<file path="src/design/wdtc_pkg.sv">
// Package for the watchdog timeout core: register map, fields, resets, types.
// Assumes a 32-bit APB register bus on a single peripheral clock.
package wdtc_pkg;
   localparam logic [11:0] OFS_RELOAD = 12'h000;
   localparam logic [11:0] OFS_COUNT = 12'h004;
   localparam logic [11:0] OFS_CTRL = 12'h008;
   localparam logic [11:0] OFS_CLEAR = 12'h00C;
   localparam logic [11:0] OFS_RAW = 12'h010;
   localparam logic [11:0] OFS_MASKED = 12'h014;
   localparam logic [11:0] OFS_IRQ_STAT = 12'h020;
   localparam logic [11:0] OFS_IRQ_MASK = 12'h024;
   localparam int CTRL_IRQ_EN_BIT = 0;
   localparam int CTRL_RST_EN_BIT = 1;
   localparam int RAW_FLAG_BIT = 0;
   localparam int EV_FIRST_BIT = 0;
   localparam int EV_SECOND_BIT = 1;
   localparam logic [31:0] RELOAD_RESET = 32'hFFFFFFFF;
   localparam logic [31:0] COUNT_RESET = 32'hFFFFFFFF;
   localparam logic [1:0] EV_RESET = 2'h0;
   localparam logic [31:0] CLEAR_READ_VAL = 32'h00000000;
   typedef struct packed {
      logic rst_en;
      logic irq_en;
   } wdtc_ctrl_t;
endpackage

</file>
<file path="src/design/wdtc_core.sv">
// Watchdog timeout core: 32-bit down counter, reload, interrupt and reset out.
// Assumes an APB master on pclk; outputs are registered.
// Summary of operation
// (RL1) A 32-bit reload register supplies the down counter start value.
// (RL2) Writing reload copies the value into the counter immediately.
// (RL3) Writing reload with zero raises the timeout interrupt at once.
// (RL4) Count readout returns the live counter value.
// (RL5) Control bit 1 enables reset output, bit 0 interrupt; both reset low.
// (RL6) After interrupt enable is set, control writes are ignored.
// (RL7) Only hardware reset clears the enable and unblocks control writes.
// (RL8) Any write to the clear register reloads and drops the interrupt, unless a first timeout falls in that cycle.
// (RL9) Clear register is write-only; reads return zero (CLEAR_READ_VAL).
// (RL10) Raw status bit 0 shows the unmasked timeout flag.
// (RL11) Counter reaching zero gives first timeout, reloads, keeps counting.
// (RL12) Second zero with flag pending and reset enabled asserts system reset.
// (RL13) Reload writes never clear a pending timeout.
// (RL14) Masked flag equals raw flag AND interrupt enable, drives interrupt.
// (RL15) Counter decrements each cycle while enabled, holds otherwise.
// (RL16) Reserved bits ignore writes and read as zero.
`timescale 1ns/1ps
module wdtc_core (
   // Clock and reset
   input wire logic pclk,
   input wire logic presetn,
   // APB slave
   input wire logic psel,
   input wire logic penable,
   input wire logic pwrite,
   input wire logic [11:0] paddr,
   input wire logic [31:0] pwdata,
   input wire logic [3:0] pstrb,
   output logic [31:0] prdata,
   output logic pready,
   output logic pslverr,
   // Watchdog outputs
   output logic timeout_irq,
   output logic sys_reset,
   output logic event_irq
);
   logic [31:0] reload_interval_r;
   logic [31:0] count_r;
   logic [31:0] count_nxt;
   wdtc_pkg::wdtc_ctrl_t ctrl_r;
   logic raw_flag_r;
   logic raw_flag_nxt;
   logic sys_reset_r;
   logic [1:0] ev_stat_r;
   logic [1:0] ev_mask_r;
   logic [31:0] prdata_r;
   logic pslverr_r;
   logic timeout_irq_r;
   logic event_irq_r;
   logic pready_r;

   // Bus decode; the slave always answers in the access cycle, no waits
   wire acc = psel & penable;
   wire wr = acc & pwrite;
   wire rd = acc & ~pwrite;
   wire sel_reload = paddr == wdtc_pkg::OFS_RELOAD;
   wire sel_count = paddr == wdtc_pkg::OFS_COUNT;
   wire sel_ctrl = paddr == wdtc_pkg::OFS_CTRL;
   wire sel_clear = paddr == wdtc_pkg::OFS_CLEAR;
   wire sel_raw = paddr == wdtc_pkg::OFS_RAW;
   wire sel_masked = paddr == wdtc_pkg::OFS_MASKED;
   wire sel_istat = paddr == wdtc_pkg::OFS_IRQ_STAT;
   wire sel_imask = paddr == wdtc_pkg::OFS_IRQ_MASK;
   wire mapped = sel_reload | sel_count | sel_ctrl | sel_clear | sel_raw | sel_masked | sel_istat | sel_imask;
   wire full_word = pstrb == 4'hF;
   // Partial strobes on the reload word would leave a torn start value
   wire wr_reload = wr & sel_reload & full_word;
   wire wr_ctrl = wr & sel_ctrl & ~ctrl_r.irq_en; // see (RL6) (RL7)
   wire wr_clear = wr & sel_clear; // see (RL8)
   wire wr_istat = wr & sel_istat & pstrb[0];
   wire wr_imask = wr & sel_imask & pstrb[0];

   // Counter events
   wire at_zero = ctrl_r.irq_en & (count_r == 32'h00000000);
   wire first_to = at_zero & ~raw_flag_r; // see (RL11)
   wire second_to = at_zero & raw_flag_r & ctrl_r.rst_en; // see (RL12)
   wire zero_load = wr_reload & (pwdata == 32'h00000000);

   // Counter next value: bus loads win, zero reloads, else decrement
   always_comb begin
      count_nxt = count_r;
      if (wr_reload) begin
         count_nxt = pwdata; // see (RL2)
      end else if (wr_clear) begin
         count_nxt = reload_interval_r; // see (RL8)
      end else if (at_zero) begin
         count_nxt = reload_interval_r; // see (RL11)
      end else if (ctrl_r.irq_en) begin
         count_nxt = count_r - 32'h00000001; // see (RL15)
      end
   end

   // Flag: a timeout in the clear cycle still sets it; reload never clears
   always_comb begin
      raw_flag_nxt = raw_flag_r;
      if (wr_clear) begin
         raw_flag_nxt = 1'b0;
      end
      if (first_to | zero_load) begin
         raw_flag_nxt = 1'b1; // see (RL3) (RL13)
      end
   end

   wire masked_flag = raw_flag_r & ctrl_r.irq_en; // see (RL14)
   wire [1:0] ev_set = {second_to, first_to | zero_load};

   // Read mux; reserved bits are zero
   wire [31:0] rd_val =
      sel_reload ? reload_interval_r :
      sel_count ? count_r : // see (RL4)
      sel_ctrl ? {30'h00000000, ctrl_r.rst_en, ctrl_r.irq_en} : // see (RL16)
      sel_clear ? wdtc_pkg::CLEAR_READ_VAL : // see (RL9)
      sel_raw ? {31'h00000000, raw_flag_r} : // see (RL10)
      sel_masked ? {31'h00000000, masked_flag} :
      sel_istat ? {30'h00000000, ev_stat_r} :
      sel_imask ? {30'h00000000, ev_mask_r} : 32'h00000000;

   always_ff @(posedge pclk or negedge presetn) begin
      if (!presetn) begin
         reload_interval_r <= wdtc_pkg::RELOAD_RESET;
         count_r <= wdtc_pkg::COUNT_RESET;
      end else begin
         if (wr_reload) begin
            reload_interval_r <= pwdata; // see (RL1)
         end
         count_r <= count_nxt;
      end
   end

   always_ff @(posedge pclk or negedge presetn) begin
      if (!presetn) begin
         ctrl_r <= '0; // see (RL5) (RL7)
         raw_flag_r <= 1'b0;
         sys_reset_r <= 1'b0;
      end else begin
         if (wr_ctrl & pstrb[0]) begin
            ctrl_r.rst_en <= pwdata[wdtc_pkg::CTRL_RST_EN_BIT]; // see (RL5)
            ctrl_r.irq_en <= pwdata[wdtc_pkg::CTRL_IRQ_EN_BIT];
         end
         raw_flag_r <= raw_flag_nxt;
         // System reset holds until hardware reset
         if (second_to) begin
            sys_reset_r <= 1'b1; // see (RL12)
         end
      end
   end

   // Sticky event status, write one to clear; set wins over clear
   always_ff @(posedge pclk or negedge presetn) begin
      if (!presetn) begin
         ev_stat_r <= wdtc_pkg::EV_RESET;
         ev_mask_r <= wdtc_pkg::EV_RESET;
      end else begin
         ev_stat_r <= (ev_stat_r & ~(wr_istat ? pwdata[1:0] : 2'h0)) | ev_set;
         if (wr_imask) begin
            ev_mask_r <= pwdata[1:0];
         end
      end
   end

   always_ff @(posedge pclk or negedge presetn) begin
      if (!presetn) begin
         prdata_r <= 32'h00000000;
         pslverr_r <= 1'b0;
         timeout_irq_r <= 1'b0;
         event_irq_r <= 1'b0;
         // Zero wait states, still a flop so every output is registered
         pready_r <= 1'b1;
      end else begin
         pready_r <= 1'b1;
         prdata_r <= (psel & ~penable & ~pwrite) ? rd_val : prdata_r;
         pslverr_r <= psel & ~penable & ~mapped;
         timeout_irq_r <= raw_flag_nxt & (wr_ctrl & pstrb[0] ? pwdata[0] : ctrl_r.irq_en); // see (RL14)
         event_irq_r <= |(((ev_stat_r & ~(wr_istat ? pwdata[1:0] : 2'h0)) | ev_set)
                        & (wr_imask ? pwdata[1:0] : ev_mask_r));
      end
   end

   assign prdata = prdata_r;
   assign pready = pready_r;
   assign pslverr = pslverr_r;
   assign timeout_irq = timeout_irq_r;
   assign sys_reset = sys_reset_r;
   assign event_irq = event_irq_r;

   // Bus answer and read path
   a_ready_high: assert property (@(posedge pclk) disable iff (!presetn)
      pready)
      else $error("pready dropped");
   a_unmapped_err: assert property (@(posedge pclk) disable iff (!presetn)
      psel && !penable && !mapped |=> pslverr)
      else $error("unmapped access without error");
   a_mapped_ok: assert property (@(posedge pclk) disable iff (!presetn)
      psel && !penable && mapped |=> !pslverr)
      else $error("mapped access flagged error");
   a_err_one_cycle: assert property (@(posedge pclk) disable iff (!presetn)
      pslverr |=> !pslverr)
      else $error("error response too long");
   a_read_capture: assert property (@(posedge pclk) disable iff (!presetn)
      psel && !penable && !pwrite |=> prdata == $past(rd_val))
      else $error("read data not captured");
   a_prdata_hold: assert property (@(posedge pclk) disable iff (!presetn)
      !(psel && !penable && !pwrite) |=> $stable(prdata))
      else $error("read data moved");
   a_count_read: assert property (@(posedge pclk) disable iff (!presetn) // see (RL4)
      psel && !penable && !pwrite && sel_count |=> prdata == $past(count_r))
      else $error("count readout wrong");
   a_raw_read: assert property (@(posedge pclk) disable iff (!presetn) // see (RL10)
      psel && !penable && !pwrite && sel_raw |=> prdata == {31'h00000000, $past(raw_flag_r)})
      else $error("raw status read wrong");
   a_masked_read: assert property (@(posedge pclk) disable iff (!presetn) // see (RL14)
      psel && !penable && !pwrite && sel_masked |=> prdata == {31'h00000000, $past(masked_flag)})
      else $error("masked status read wrong");
   a_unmapped_zero: assert property (@(posedge pclk) disable iff (!presetn) // see (RL16)
      psel && !penable && !pwrite && !mapped |=> prdata == 32'h00000000)
      else $error("unmapped read not zero");
   a_clear_read: assert property (@(posedge pclk) disable iff (!presetn) // see (RL9)
      psel && !penable && !pwrite && sel_clear |=> prdata == wdtc_pkg::CLEAR_READ_VAL)
      else $error("clear register read wrong");
   a_ctrl_reserved: assert property (@(posedge pclk) disable iff (!presetn) // see (RL16)
      psel && !penable && !pwrite && sel_ctrl |=> prdata[31:2] == 30'h00000000)
      else $error("control reserved bits set");

   // Reload and counter
   a_reload_store: assert property (@(posedge pclk) disable iff (!presetn) // see (RL1)
      wr_reload |=> reload_interval_r == $past(pwdata))
      else $error("reload not stored");
   a_reload_stable: assert property (@(posedge pclk) disable iff (!presetn) // see (RL1)
      !wr_reload |=> $stable(reload_interval_r))
      else $error("reload moved");
   a_reload_copy: assert property (@(posedge pclk) disable iff (!presetn) // see (RL2)
      wr_reload |=> count_r == $past(pwdata))
      else $error("reload not copied");
   a_zero_load_irq: assert property (@(posedge pclk) disable iff (!presetn) // see (RL3)
      zero_load |=> raw_flag_r)
      else $error("zero reload did not raise flag");
   a_first_timeout: assert property (@(posedge pclk) disable iff (!presetn) // see (RL11)
      first_to && !wr_reload |=> raw_flag_r && count_r == $past(reload_interval_r))
      else $error("first timeout wrong");
   a_zero_reload: assert property (@(posedge pclk) disable iff (!presetn) // see (RL11)
      at_zero && !wr_reload && !wr_clear |=> count_r == $past(reload_interval_r))
      else $error("zero did not reload");
   a_clear_reload: assert property (@(posedge pclk) disable iff (!presetn) // see (RL8)
      wr_clear && !wr_reload && !at_zero |=> !raw_flag_r && count_r == reload_interval_r)
      else $error("clear failed");
   a_count_dec: assert property (@(posedge pclk) disable iff (!presetn) // see (RL15)
      ctrl_r.irq_en && count_r != 0 && !wr_reload && !wr_clear |=> count_r == $past(count_r) - 1)
      else $error("count not decremented");
   a_count_hold: assert property (@(posedge pclk) disable iff (!presetn) // see (RL15)
      !ctrl_r.irq_en && !wr_reload && !wr_clear |=> $stable(count_r))
      else $error("count moved");

   // Control lock
   a_ctrl_locked: assert property (@(posedge pclk) disable iff (!presetn) // see (RL6)
      ctrl_r.irq_en |=> ctrl_r.irq_en && $stable(ctrl_r))
      else $error("locked control changed");
   a_ctrl_irq_write: assert property (@(posedge pclk) disable iff (!presetn) // see (RL5)
      wr_ctrl && pstrb[0] |=> ctrl_r.irq_en == $past(pwdata[wdtc_pkg::CTRL_IRQ_EN_BIT]))
      else $error("interrupt enable not written");
   a_ctrl_rst_write: assert property (@(posedge pclk) disable iff (!presetn) // see (RL5)
      wr_ctrl && pstrb[0] |=> ctrl_r.rst_en == $past(pwdata[wdtc_pkg::CTRL_RST_EN_BIT]))
      else $error("reset enable not written");
   a_ctrl_no_strobe: assert property (@(posedge pclk) disable iff (!presetn)
      wr && sel_ctrl && !pstrb[0] |=> $stable(ctrl_r))
      else $error("control written without strobe");

   // Flags and outputs
   a_flag_clear_only: assert property (@(posedge pclk) disable iff (!presetn) // see (RL13)
      raw_flag_r && !wr_clear |=> raw_flag_r)
      else $error("flag dropped without clear");
   a_reload_keeps: assert property (@(posedge pclk) disable iff (!presetn) // see (RL13)
      raw_flag_r && wr_reload && !wr_clear |=> raw_flag_r)
      else $error("reload cleared flag");
   a_flag_set_cause: assert property (@(posedge pclk) disable iff (!presetn) // see (RL11)
      !raw_flag_r && !first_to && !zero_load |=> !raw_flag_r)
      else $error("flag set without timeout");
   a_set_beats_clear: assert property (@(posedge pclk) disable iff (!presetn) // see (RL8)
      wr_clear && first_to |=> raw_flag_r)
      else $error("clear beat timeout");
   a_masked_irq: assert property (@(posedge pclk) disable iff (!presetn) // see (RL14)
      ##1 timeout_irq == masked_flag)
      else $error("irq not masked flag");
   a_irq_off_disabled: assert property (@(posedge pclk) disable iff (!presetn) // see (RL14)
      !ctrl_r.irq_en |-> !timeout_irq)
      else $error("irq while disabled");
   a_second_reset: assert property (@(posedge pclk) disable iff (!presetn) // see (RL12)
      second_to |=> sys_reset_r)
      else $error("second timeout no reset");
   a_reset_sticky: assert property (@(posedge pclk) disable iff (!presetn) // see (RL12)
      sys_reset |=> sys_reset)
      else $error("system reset dropped");
   a_reset_cause: assert property (@(posedge pclk) disable iff (!presetn) // see (RL12)
      $rose(sys_reset) |-> $past(second_to))
      else $error("system reset without second timeout");
   a_no_reset_disabled: assert property (@(posedge pclk) disable iff (!presetn) // see (RL12)
      at_zero && raw_flag_r && !ctrl_r.rst_en && !sys_reset |=> !sys_reset)
      else $error("reset while reset output disabled");

   // Event status
   a_ev_first: assert property (@(posedge pclk) disable iff (!presetn)
      first_to |=> ev_stat_r[wdtc_pkg::EV_FIRST_BIT])
      else $error("first event not recorded");
   a_ev_second: assert property (@(posedge pclk) disable iff (!presetn)
      second_to |=> ev_stat_r[wdtc_pkg::EV_SECOND_BIT])
      else $error("second event not recorded");
   a_ev_w1c: assert property (@(posedge pclk) disable iff (!presetn)
      wr_istat && !(|ev_set) |=> ev_stat_r == ($past(ev_stat_r) & ~$past(pwdata[1:0])))
      else $error("event clear wrong");
   a_mask_write: assert property (@(posedge pclk) disable iff (!presetn)
      wr_imask |=> ev_mask_r == $past(pwdata[1:0]))
      else $error("event mask not written");
   a_ev_irq_match: assert property (@(posedge pclk) disable iff (!presetn)
      ##1 event_irq == |(ev_stat_r & ev_mask_r))
      else $error("event irq mismatch");
endmodule

</file>
<file path="config.mk">
export PLATFORM = sky130hd
export DESIGN_NAME = wdtc_core
export DESIGN_NICKNAME = d
export VERILOG_FILES = /design/src/design/wdtc_pkg.sv /design/src/design/wdtc_core.sv
export SDC_FILE = /design/constraint.sdc
export NUM_CORES = 1
export LEC_CHECK = 0
export ABC_AREA = 1
export CELL_PAD_IN_SITES_DETAIL_PLACEMENT = 1
export CELL_PAD_IN_SITES_GLOBAL_PLACEMENT = 1
export CORE_ASPECT_RATIO = 0.8
export CORE_MARGIN = 2
export CORE_UTILIZATION = 47
export DETAILED_ROUTE_END_ITERATION = 6
export DONT_BUFFER_PORTS = 1
export PLACE_DENSITY = 0.81
export SLEW_MARGIN = 5
export SYNTH_ARGS = -nofsm -noshare
export SYNTH_HDL_FRONTEND = slang
export SYNTH_SLANG_ARGS = --single-unit
</file>
<file path="constraint.sdc">
create_clock -name pclk -period 2.17 [get_ports pclk]
set_input_delay 0.434 -clock pclk [delete_from_list [all_inputs] [get_ports pclk]]
set_output_delay 0.434 -clock pclk [all_outputs]
set_load 0.02 [all_outputs]
</file>
==> impl_metrics.csv, run 1 <==
group,metric,value,unit
global_routing,grt_pass1_wl,33400,um
clocking,cts_setup_buffers,0,
clocking,cts_tree,"yes",
setup_path,path_cells,"nor2_1, nand2_1, nor2_4, nand2_1, nor2_2, nand2_1, nand2_1, nand3_1, nand3_1, nand2_1, nand2_1, nand2_1",
placed_design,place_inst,1045,
final_layout,n_antenna_cell,0,
power_and_ir_drop,powerDensity,697,nW/um^2
routing,firstDrtPassIters,5,
logic_synthesis,synth.largest_area_cell,"dfstp_2",
logic_synthesis,postSynthCellCount,880,
hold_path,hold_class,"input port to async pin",
sta,fin_tns_setup,0,ns
clocking,cts_buffers,9,
global_routing,first_global_vias,6340,
setup_path,crit_path_start_kind,"register",
sta,period_needed,2.01,ns
clocking,cts_root_buffer,"clkbuf_16",
global_routing,grt_use_total,29.6,%
global_routing,grt_max_degree,108,
power_and_ir_drop,intPower,3490,uW
sta,rsz0062_at_grt,"false",
routing,wire_per_inst,19.5,um
floorplanning,die_h,109,um
final_layout,fin_nets,930,
global_routing,grt-ovfl-total,0,
power_and_ir_drop,max-vdd-ir-drop,0.000505,V
logic_synthesis,yosys_register_bits,107,
placed_design,gp_congestion,0.931,
power_and_ir_drop,p_sw,1430,uW
setup_path,critPathKind,"register to register",
setup_path,cp_slowest_cell,"dfstp_2",
sta,slew_headroom,60.9,%
floorplanning,num_rows,38,
logic_synthesis,syn_nets,934,
sta,worst_pin_slew,0.586,ns
routing,routed_via_density,5.71,
global_routing,antenna_found_initial,0,
power_and_ir_drop,seq_power_share,50.9,%
clocking,clk_path_buf_depth,2,
placed_design,dpl.hpwl,15300,um
setup_path,cp_common_cell,"nand2_1",
power_and_ir_drop,swShare,29.1,%
routing,antenna_left,0,
clocking,cts_sinks,107,
floorplanning,dieArea,14700,sq um
final_layout,layout_common_cells,"nand2_1 (255), inv_1 (95), nor2_1 (95), nand3_1 (78), dfstp_2 (64)",
routing,drtIter0Drc,404,
routing,num_vias,6055,
setup_path,end_kind,"register",
floorplanning,coreArea,13500,sq um
status,status,"complete, but fails checks",
logic_synthesis,syn-cell-area,6470,sq um
sta,slew_violations,0,
status,violations,"negative hold slack",
setup_path,arrival,2.31,ns
logic_synthesis,yosysUniqueCellTypes,37,
final_layout,layout.cells.non_filler,1061,
logic_synthesis,syn_avg_cell_area,7.36,sq um
sta,fin_crit_sh,92.6,%
clocking,clk_pin_slew,0.07,ns
final_layout,areaGrowthSynthToFinish,9.07,%
floorplanning,initial_core_util,47.9,%
floorplanning,num_io_pins,90,
final_layout,final_common_cell,"nand2_1",
sta,max_freq,497,MHz
sta,hold_viol,107,
setup_path,crit_required,2.47,ns
sta,finClkSkew,0.00579,ns
placed_design,numPortBuffers,0,
sta,setup_viol,0,
setup_path,crit_fanout,6,
routing,drcViolationCount,0,
final_layout,drive_gt1_share,16.3,%
logic_synthesis,yosys-top-cells-area,"dfstp_2 (26%), dfrtp_1 (17%), nand2_1 (15%)",
routing,drt-total-wl,20700,um
floorplanning,fp.dieW,135,um
clocking,insertion_delay,0.36,ns
clocking,htreeDepth,3,
run,timing.max_cap.violations,0,
logic_synthesis,yosys_warnings,0,
power_and_ir_drop,combPwrFrac,13.1,%
logic_synthesis,netlist.area_leader.share,26.0,%
power_and_ir_drop,leakage,0.00328,uW
logic_synthesis,ys_seq_area_share,42.6,%
setup_path,slowest_delay,0.41,ns
sta,whs,-0.236,ns
power_and_ir_drop,clock_power_share,36.0,%
-- critical path, delay by kind of cell (launching register included) --
kind	cells	cell delay [ns]
simple gates	12	1.52
flops	1	0.41
-- repair_timing --
| action | CTS | global route |
|---|---|---|
| gates resized for setup | 0 | 1 |
| setup endpoints to repair | 0 | 2 |
| endpoints found under the hold margin | 107 | 107 |
-- final cells by class --
| class | count | area, sq um |
|---|---|---|
| inverters | 105 | 394 |
| multi-input cells | 633 | 3150 |
| fillers | 1757 | 6440 |
| clock inverters | 4 | 76.3 |
| clock buffers | 12 | 236 |
| flip-flops and latches | 107 | 2760 |
| repair buffers | 20 | 216 |
| well taps | 180 | 225 |
-- power groups by stage --
| stage | registers [uW] | logic, uW | clock network, uW |
|---|---|---|---|
| 3_5_place_dp | 2540 | 637 | 0 |
| 6_report | 2510 | 644 | 1770 |
| 5_1_grt | 2530 | 724 | 1880 |
| 4_1_cts | 2510 | 648 | 1810 |
| 3_3_place_gp | 2530 | 600 | 0 |
| 2_1_floorplan | 2480 | 486 | 0 |
-- cell families (layout without fill, tap and decap cells) --
family                     Yosys count  count (layout)  synth area share, %
and+or+nand+nor                    481             481                 32.7
AOI/OAI and AO/OA                  134             134                 13.4
DFF                                107             107                 42.6
muxes                                1               1                0.174
other                                1               1               0.0579
xor gates and xnor gates            15              15                 2.03
buffers and inverters              140             141                 8.87
adders and majority gates            1               1                0.193
-- path summary, 6_finish.rpt --
kind	startpoint	end	slack, ns	depth (start not counted)
max in group asynchronous	presetn	reload_interval_r[20]	2.18	0
worst max register to register	count_r[2]	count_r[25]	0.16	12
worst min-delay path	presetn	prdata[7]	-0.24	0
worst min register to register	reload_interval_r[2]	reload_interval_r[2]	0.49	2
min in group pclk	pwdata[4]	reload_interval_r[4]	0.20	2
worst max-delay path	count_r[2]	count_r[25]	0.16	12
-- metal layers --
layer	routed length, um	part of all wire [%]	track usage, %
met1	9480	46	40.4
met4	194	0.94	4.99
met5	0	0	0
met3	1190	5.7	5.81
met2	9870	48	49.8
-- synthesized netlist by cell type, drive strengths merged --
library cell,number
nor3b,1
xor2,14
a21oi,22
o21a,26
o221ai,18
xnor2,1
mux2,1
o21ai,47
dfrtp,43
buf,21
nand4,14
inv,105
dfstp,64
nor4,1
nor2,110
or2,3
a31oi,2
conb,1
nor3,4
nand3,87
ha,1
nand2,261
clkbuf,14
o211ai,19
-- state kept, by name, indices dropped and copies added, names as in the netlist, 2 cells and up --
signal	cells
count_r	32
prdata	32
reload_interval_r	32
ctrl_r	2
ev_mask_r	2
ev_stat_r	2
-- through the flow --
stage	hold WS (ns)	power (uW)	util [%]	area [sq um]	setup WS [ns]
floorplan	0.138	2960	-	6470	0.268
global placement	0.142	3130	49.9	6740	0.258
detailed placement	0.141	3180	49.9	6740	0.133
CTS	-0.245	4970	52.3	7060	0.123
global route	-0.261	5140	52.3	7060	0.000230
finish	-0.236	4920	52.3	7060	0.160
No activity file was read; power rests on OpenSTA's default activity.
==> inputs of run 2 (changes only) <==
--- a/config.mk
+++ b/config.mk
@@ -6,6 +6,7 @@
 export NUM_CORES = 1
 export LEC_CHECK = 0
 export ABC_AREA = 1
+export CAP_MARGIN = 10
 export CELL_PAD_IN_SITES_DETAIL_PLACEMENT = 1
 export CELL_PAD_IN_SITES_GLOBAL_PLACEMENT = 1
 export CORE_ASPECT_RATIO = 0.8
==> constraint.sdc (replaced) <==
create_clock -name pclk -period 2.3 [get_ports pclk]
set_input_delay 0.46 -clock pclk [delete_from_list [all_inputs] [get_ports pclk]]
set_output_delay 0.46 -clock pclk [all_outputs]
set_load 0.02 [all_outputs]
==> run 2 against run 1 <==
The run still ends with negative hold slack left. Power down 8.4%. Clock skew decreased by 0.00073 ns. Global-route usage up 0.94 points. Sequential power down 6%. Register-to-register slack about the same. Non-clock buffer count increased by 1. Wire length up 4.1%. Utilization decreased by 0.40 points. Final area fell by 0.76%. Via count grew 0.43%.
==> impl_metrics.csv, run 2 (same netlist as run 1, synthesis figures left out) <==
group,metric,value,unit
final_layout,stdcell_area,7010,sq um
run,timing.max_cap.violations,0,
final_layout,n_antenna_cell,0,
setup_path,cp_slowest_cell,"nor3b_1",
setup_path,crit_required,2.61,ns
clocking,clk_path_buf_depth,2,
setup_path,slowest_delay,0.41,ns
floorplanning,dieArea,14700,sq um
power_and_ir_drop,powerDensity,644,nW/um^2
floorplanning,die_h,109,um
global_routing,grt_max_degree,108,
floorplanning,num_io_pins,90,
setup_path,cp_common_cell,"nand2_1",
setup_path,crit_path_start_kind,"register",
sta,slew_violations,0,
sta,period_needed,2.13,ns
global_routing,grt_use_total,30.5,%
routing,drcViolationCount,0,
sta,fin_crit_sh,92.7,%
floorplanning,initial_core_util,47.9,%
setup_path,arrival,2.44,ns
global_routing,first_global_vias,6412,
setup_path,ff2ff_setup_slack,0.17,ns
setup_path,path_cells,"inv_1, ha_2, nand2_4, nor2_4, nand2_1, nor3b_1, nand4_1, nand2_1, nand2_1, nand2_1",
placed_design,dpl_cell_area,6710,sq um
routing,drtIter0Drc,379,
setup_path,critPathKind,"register to register",
status,status,"complete, but fails checks",
placed_design,gp_congestion,0.972,
global_routing,grt_pass1_wl,34400,um
floorplanning,fp.dieW,135,um
final_layout,final_common_cell,"nand2_1",
clocking,cts_root_buffer,"clkbuf_16",
sta,whs,-0.221,ns
sta,rsz0062_at_grt,"false",
clocking,insertion_delay,0.37,ns
final_layout,areaGrowthSynthToFinish,8.24,%
setup_path,end_kind,"register",
routing,drt-total-wl,21600,um
clocking,cts_setup_buffers,0,
setup_path,crit_fanout,7,
final_layout,drive_gt1_share,16.8,%
hold_path,hold_class,"input port to async pin",
global_routing,grt-ovfl-total,0,
sta,hold_viol,73,
power_and_ir_drop,max-vdd-ir-drop,0.000428,V
sta,worst_pin_slew,0.608,ns
sta,fin_tns_setup,0,ns
sta,slew_headroom,59.4,%
clocking,cts_tree,"yes",
sta,max_freq,469,MHz
placed_design,numPortBuffers,0,
floorplanning,num_rows,38,
floorplanning,coreArea,13500,sq um
sta,finClkSkew,0.00506,ns
final_layout,fin_nets,931,
routing,num_vias,6081,
routing,wire_per_inst,20.3,um
status,violations,"negative hold slack",
routing,firstDrtPassIters,5,
final_layout,layout_common_cells,"nand2_1 (255), inv_1 (95), nor2_1 (95), nand3_1 (78), dfstp_2 (64)",
routing,routed_via_density,5.73,
global_routing,antenna_found_initial,0,
clocking,htreeDepth,3,
clocking,clk_pin_slew,0.07,ns
sta,setup_viol,0,
placed_design,dpl.hpwl,15900,um
clocking,cts_buffers,9,
routing,antenna_left,0,
clocking,cts_sinks,107,
power_and_ir_drop,leakage,0.00327,uW
## run 2: timing repair
item | 4_1_cts | 5_1_grt
resized for setup | 0 | 1
setup endpoints to repair | 0 | 3
hold endpoints to repair | 107 | 107
## run 2: worst max-delay path, delay by kind of cell, from the launching register on
kind,cells,cell delay [ns]
AND/OR/NAND/NOR,8,1.26
flip-flops,1,0.38
adder cells (fa/ha/maj),1,0.31
buffers and inverters,1,0.12
## run 2: per-stage QoR
step | total power (uW) | utilization [%] | std cells | hold slack, ns | setup WS [ns]
floorplan | 2800 | - | 880 | 0.164 | 0.398
global placement | 2930 | 49.7 | 1046 | 0.167 | 0.297
detailed placement | 2970 | 49.7 | 1046 | 0.167 | 0.134
CTS | 4540 | 51.9 | 1062 | -0.221 | 0.0767
global route | 4700 | 51.9 | 1062 | -0.231 | 0.0523
finish | 4510 | 51.9 | 1062 | -0.221 | 0.168
## run 2: final cells by class
class                           count  area, sq um
Inverter                          105          394
Sequential cell                   107         2760
Timing Repair Buffer               21          183
Fill cell                        1755         6500
Clock inverter                      4         33.8
Multi-Input combinational cell    633         3160
Tap cell                          180          225
Clock buffer                       12          256
## run 2: layer usage
| layer | share of wire (%) | GRT usage (%) | vias up |
|---|---|---|---|
| li1 | - | - | 2839 |
| met1 | 47 | 40.8 | 3039 |
| met2 | 47 | 51.6 | 171 |
| met3 | 5.1 | 6.04 | 32 |
| met4 | 1.5 | 6.92 | 0 |
| met5 | 0 | 0 | - |
## run 2: final timing paths
kind	startpoint	end	cells past startpoint
worst min register to register	reload_interval_r[1]	reload_interval_r[1]	2
worst min-delay path	presetn	prdata[7]	0
worst max register to register	count_r[0]	event_irq	10
max in group asynchronous	presetn	count_r[0]	0
min in group pclk	pwdata[5]	reload_interval_r[5]	2
worst max-delay path	count_r[0]	event_irq	10
## run 2: report_power, final
| part | switching [uW] | internal [uW] |
|---|---|---|
| clock | 755 | 803 |
| combinational | 359 | 233 |
| sequential | 270 | 2090 |
==> inputs of run 3 (changes only) <==
--- a/config.mk
+++ b/config.mk
@@ -5,7 +5,6 @@
 export SDC_FILE = /design/constraint.sdc
 export NUM_CORES = 1
 export LEC_CHECK = 0
-export ABC_AREA = 1
 export CAP_MARGIN = 10
 export CELL_PAD_IN_SITES_DETAIL_PLACEMENT = 1
 export CELL_PAD_IN_SITES_GLOBAL_PLACEMENT = 1
@@ -14,7 +13,7 @@
 export CORE_UTILIZATION = 47
 export DETAILED_ROUTE_END_ITERATION = 6
 export DONT_BUFFER_PORTS = 1
-export PLACE_DENSITY = 0.81
+export PLACE_DENSITY = 0.78
 export SLEW_MARGIN = 5
 export SYNTH_ARGS = -nofsm -noshare
 export SYNTH_HDL_FRONTEND = slang
==> run 3 against run 2 <==
The run ends with negative hold slack, negative setup slack left. Critical path type unchanged. Hold slack improved by 0.0096 ns. Non-clock buffer count rose by 49. Synthesized cell count decreased by 24%. Clock skew is 0.0056 ns higher. Combinational power is 74% lower. First-iteration DRC count is 3.2% higher. Cell count fell by 17%. Area after synthesis shrank 9.0%. Clock power decreased by 3%.
==> impl_metrics.csv, run 3 <==
group,metric,value,unit
status,status,"complete, but fails checks",
status,violations,"negative hold slack, negative setup slack",
routing,antenna_left,0,
routing,drcViolationCount,0,
final_layout,drive_gt1_share,29.5,%
clocking,cts_buffers,9,
setup_path,end_kind,"register",
floorplanning,num_io_pins,90,
setup_path,crit_start,"count_r[5]",
floorplanning,dieArea,13400,sq um
sta,slew_violations,0,
clocking,clk_path_buf_depth,2,
logic_synthesis,synthFlopType,"dfstp_2",
floorplanning,num_rows,36,
logic_synthesis,synth_most_common_cell,"nand2_1",
logic_synthesis,netlist.area_leader.share,28.6,%
setup_path,critPathKind,"register to register",
power_and_ir_drop,powerDensity,543,nW/um^2
clocking,htreeDepth,3,
sta,fin_tns_setup,-0.0698,ns
placed_design,numPortBuffers,0,
final_layout,multi_input_area,3130,sq um
setup_path,arrival,2.66,ns
power_and_ir_drop,power,3820,uW
setup_path,crit_required,2.59,ns
clocking,insertion_delay,0.37,ns
floorplanning,coreArea,12200,sq um
logic_synthesis,syn_avg_cell_area,8.80,sq um
power_and_ir_drop,leakage,0.00286,uW
logic_synthesis,synth.largest_area_cell,"dfstp_2",
hold_path,hold_class,"input port to async pin",
routing,num_vias,5572,
sta,fin_ws,-0.0643,ns
logic_synthesis,synth-edff-count,0,
logic_synthesis,async_flop_share,100,%
sta,worst_pin_slew,0.658,ns
final_layout,n_antenna_cell,0,
sta,slew_headroom,56.2,%
logic_synthesis,postSynthCellCount,669,
routing,drtIter0Drc,391,
global_routing,grt_use_total,30.1,%
sta,setup_viol,2,
setup_path,path_cells,"or4_4, buf_6, or3_4, buf_6, nor3_4, xor2_1, a21oi_1, o211ai_1",
placed_design,place_inst,855,
sta,period_needed,2.36,ns
sta,rsz0062_at_grt,"true",
logic_synthesis,yosys-top-cells-area,"dfstp_2 (29%), dfrtp_1 (18%), nand2_1 (7.6%)",
final_layout,layout.cells.non_filler,880,
floorplanning,die_h,104,um
logic_synthesis,netlist_top_cells_count,"nand2_1 (119), nor2_1 (70), dfstp_2 (64)",
routing,drt-total-wl,20200,um
final_layout,layout_common_cells,"nand2_1 (119), nor2_1 (66), dfstp_2 (64), buf_4 (58), a21oi_1 (54)",
setup_path,cp_slowest_cell,"or4_4",
logic_synthesis,yosys_warnings,0,
run,timing.max_cap.violations,0,
clocking,cts_root_buffer,"clkbuf_16",
clocking,cts_sinks,107,
power_and_ir_drop,max-vdd-ir-drop,0.000623,V
final_layout,final_common_cell,"nand2_1",
placed_design,gp_congestion,0.879,
final_layout,fin_nets,758,
sta,max_freq,423,MHz
floorplanning,fp.dieW,129,um
final_layout,areaGrowthSynthToFinish,19.4,%
sta,fin_crit_sh,103,%
global_routing,first_global_vias,5844,
setup_path,cp_common_cell,"buf_6",
sta,whs,-0.212,ns
setup_path,ff2ff_setup_slack,-0.06,ns
routing,routed_via_density,6.33,
routing,firstDrtPassIters,5,
placed_design,place_ws,-0.130,ns
sta,finClkSkew,0.0106,ns
sta,hold_viol,68,
final_layout,fillers,1421,
clocking,cts_tree,"yes",
routing,wire_per_inst,22.9,um
global_routing,grt_pass1_wl,31500,um
setup_path,crit_path_start_kind,"register",
logic_synthesis,yosys_register_bits,107,
setup_path,crit_fanout,4,
global_routing,antenna_found_initial,0,
placed_design,dpl.hpwl,13100,um
setup_path,slowest_delay,0.57,ns
setup_path,r2r-start,"count_r[5]",
global_routing,grt-ovfl-total,0,
final_layout,final-seq-area,2760,sq um
global_routing,grt_max_degree,108,
clocking,clk_pin_slew,0.08,ns
logic_synthesis,syn-cell-area,5890,sq um
floorplanning,initial_core_util,48.2,%
logic_synthesis,yosysUniqueCellTypes,68,
logic_synthesis,syn_nets,723,
logic_synthesis,ys_seq_area_share,46.8,%
==> run 3: changes by cell type in the layout (fill, tap and decap cells not counted), moves of 9 or more <==
cell / before / now
o211ai_1: 19 / 3
inv_1: 95 / 7
a21oi_1: 22 / 54
nand3_1: 78 / 16
o21ai_0: 35 / 7
o21a_1: 26 / 4
nand2_1: 255 / 119
o221ai_1: 18 / 1
buf_4: 19 / 58
xor2_1: 14 / 5
nor3_1: 3 / 16
nor2_1: 95 / 66
a22oi_1: 0 / 33
==> run 3: worst max-delay path, delay by kind of cell (launching register included) <==
kind	cells	cell delay [ns]
buf+inv	2	0.30
flops	1	0.38
xor+xnor	1	0.25
compound gates	2	0.27
simple gates	3	1.10
==> run 3: timing repair <==
| action | CTS | global route |
|---|---|---|
| buffers inserted | 1 | 7 |
| endpoints found under the hold margin | 107 | 107 |
| gates resized for setup | 9 | 39 |
| gates cloned | 1 | 0 |
| pin swaps | 3 | 16 |
| endpoints found under the setup margin | 23 | 34 |
==> run 3: final cells by class <==
class,instances,share of cell area (%)
Multi-Input combinational cell,507,44.5
Sequential cell,107,39.2
Timing Repair Buffer,70,8.79
Clock buffer,9,3.20
Tap cell,171,3.04
Clock inverter,7,0.747
Inverter,9,0.481
==> run 3: kinds of logic after synthesis <==
| logic type | share of synthesized area, % |
|---|---|
| buf+inv | 3.91 |
| xor+xnor | 1.64 |
| mux | 1.45 |
| other cells | 0.0637 |
| flops | 46.8 |
| fa+ha+maj | 0.383 |
| compound gates | 18.8 |
| simple gates | 26.9 |
==> run 3: per-stage QoR <==
stage,hold slack [ns],instance area (sq um),utilization [%]
after detailed placement,0.167,6470,53.0
after CTS,-0.224,6800,55.7
after global placement,0.168,6470,53.0
final,-0.212,7030,57.6
after global routing,-0.225,7030,57.6
after floorplan,0.164,5910,-
==> run 3: final timing paths <==
path,to,cells past startpoint
max,count_r[28],8
min,prdata[4],0
max reg2reg,count_r[28],8
min reg2reg,reload_interval_r[26],2
max in group asynchronous,reload_interval_r[30],0
min in group pclk,reload_interval_r[23],2
==> run 3: report_power, final <==
part           internal (uW)  switching, uW  leakage (uW)
Sequential              1980            177       0.00118
Clock                    741            767      0.000124
Combinational           69.3           81.4       0.00156
==> run 3: routing by layer <==
layer	track usage (%)	part of all wire (%)
met2	48.8	49
met1	39.8	42
met4	9.24	2.7
met3	7.30	6.4
met5	0	0
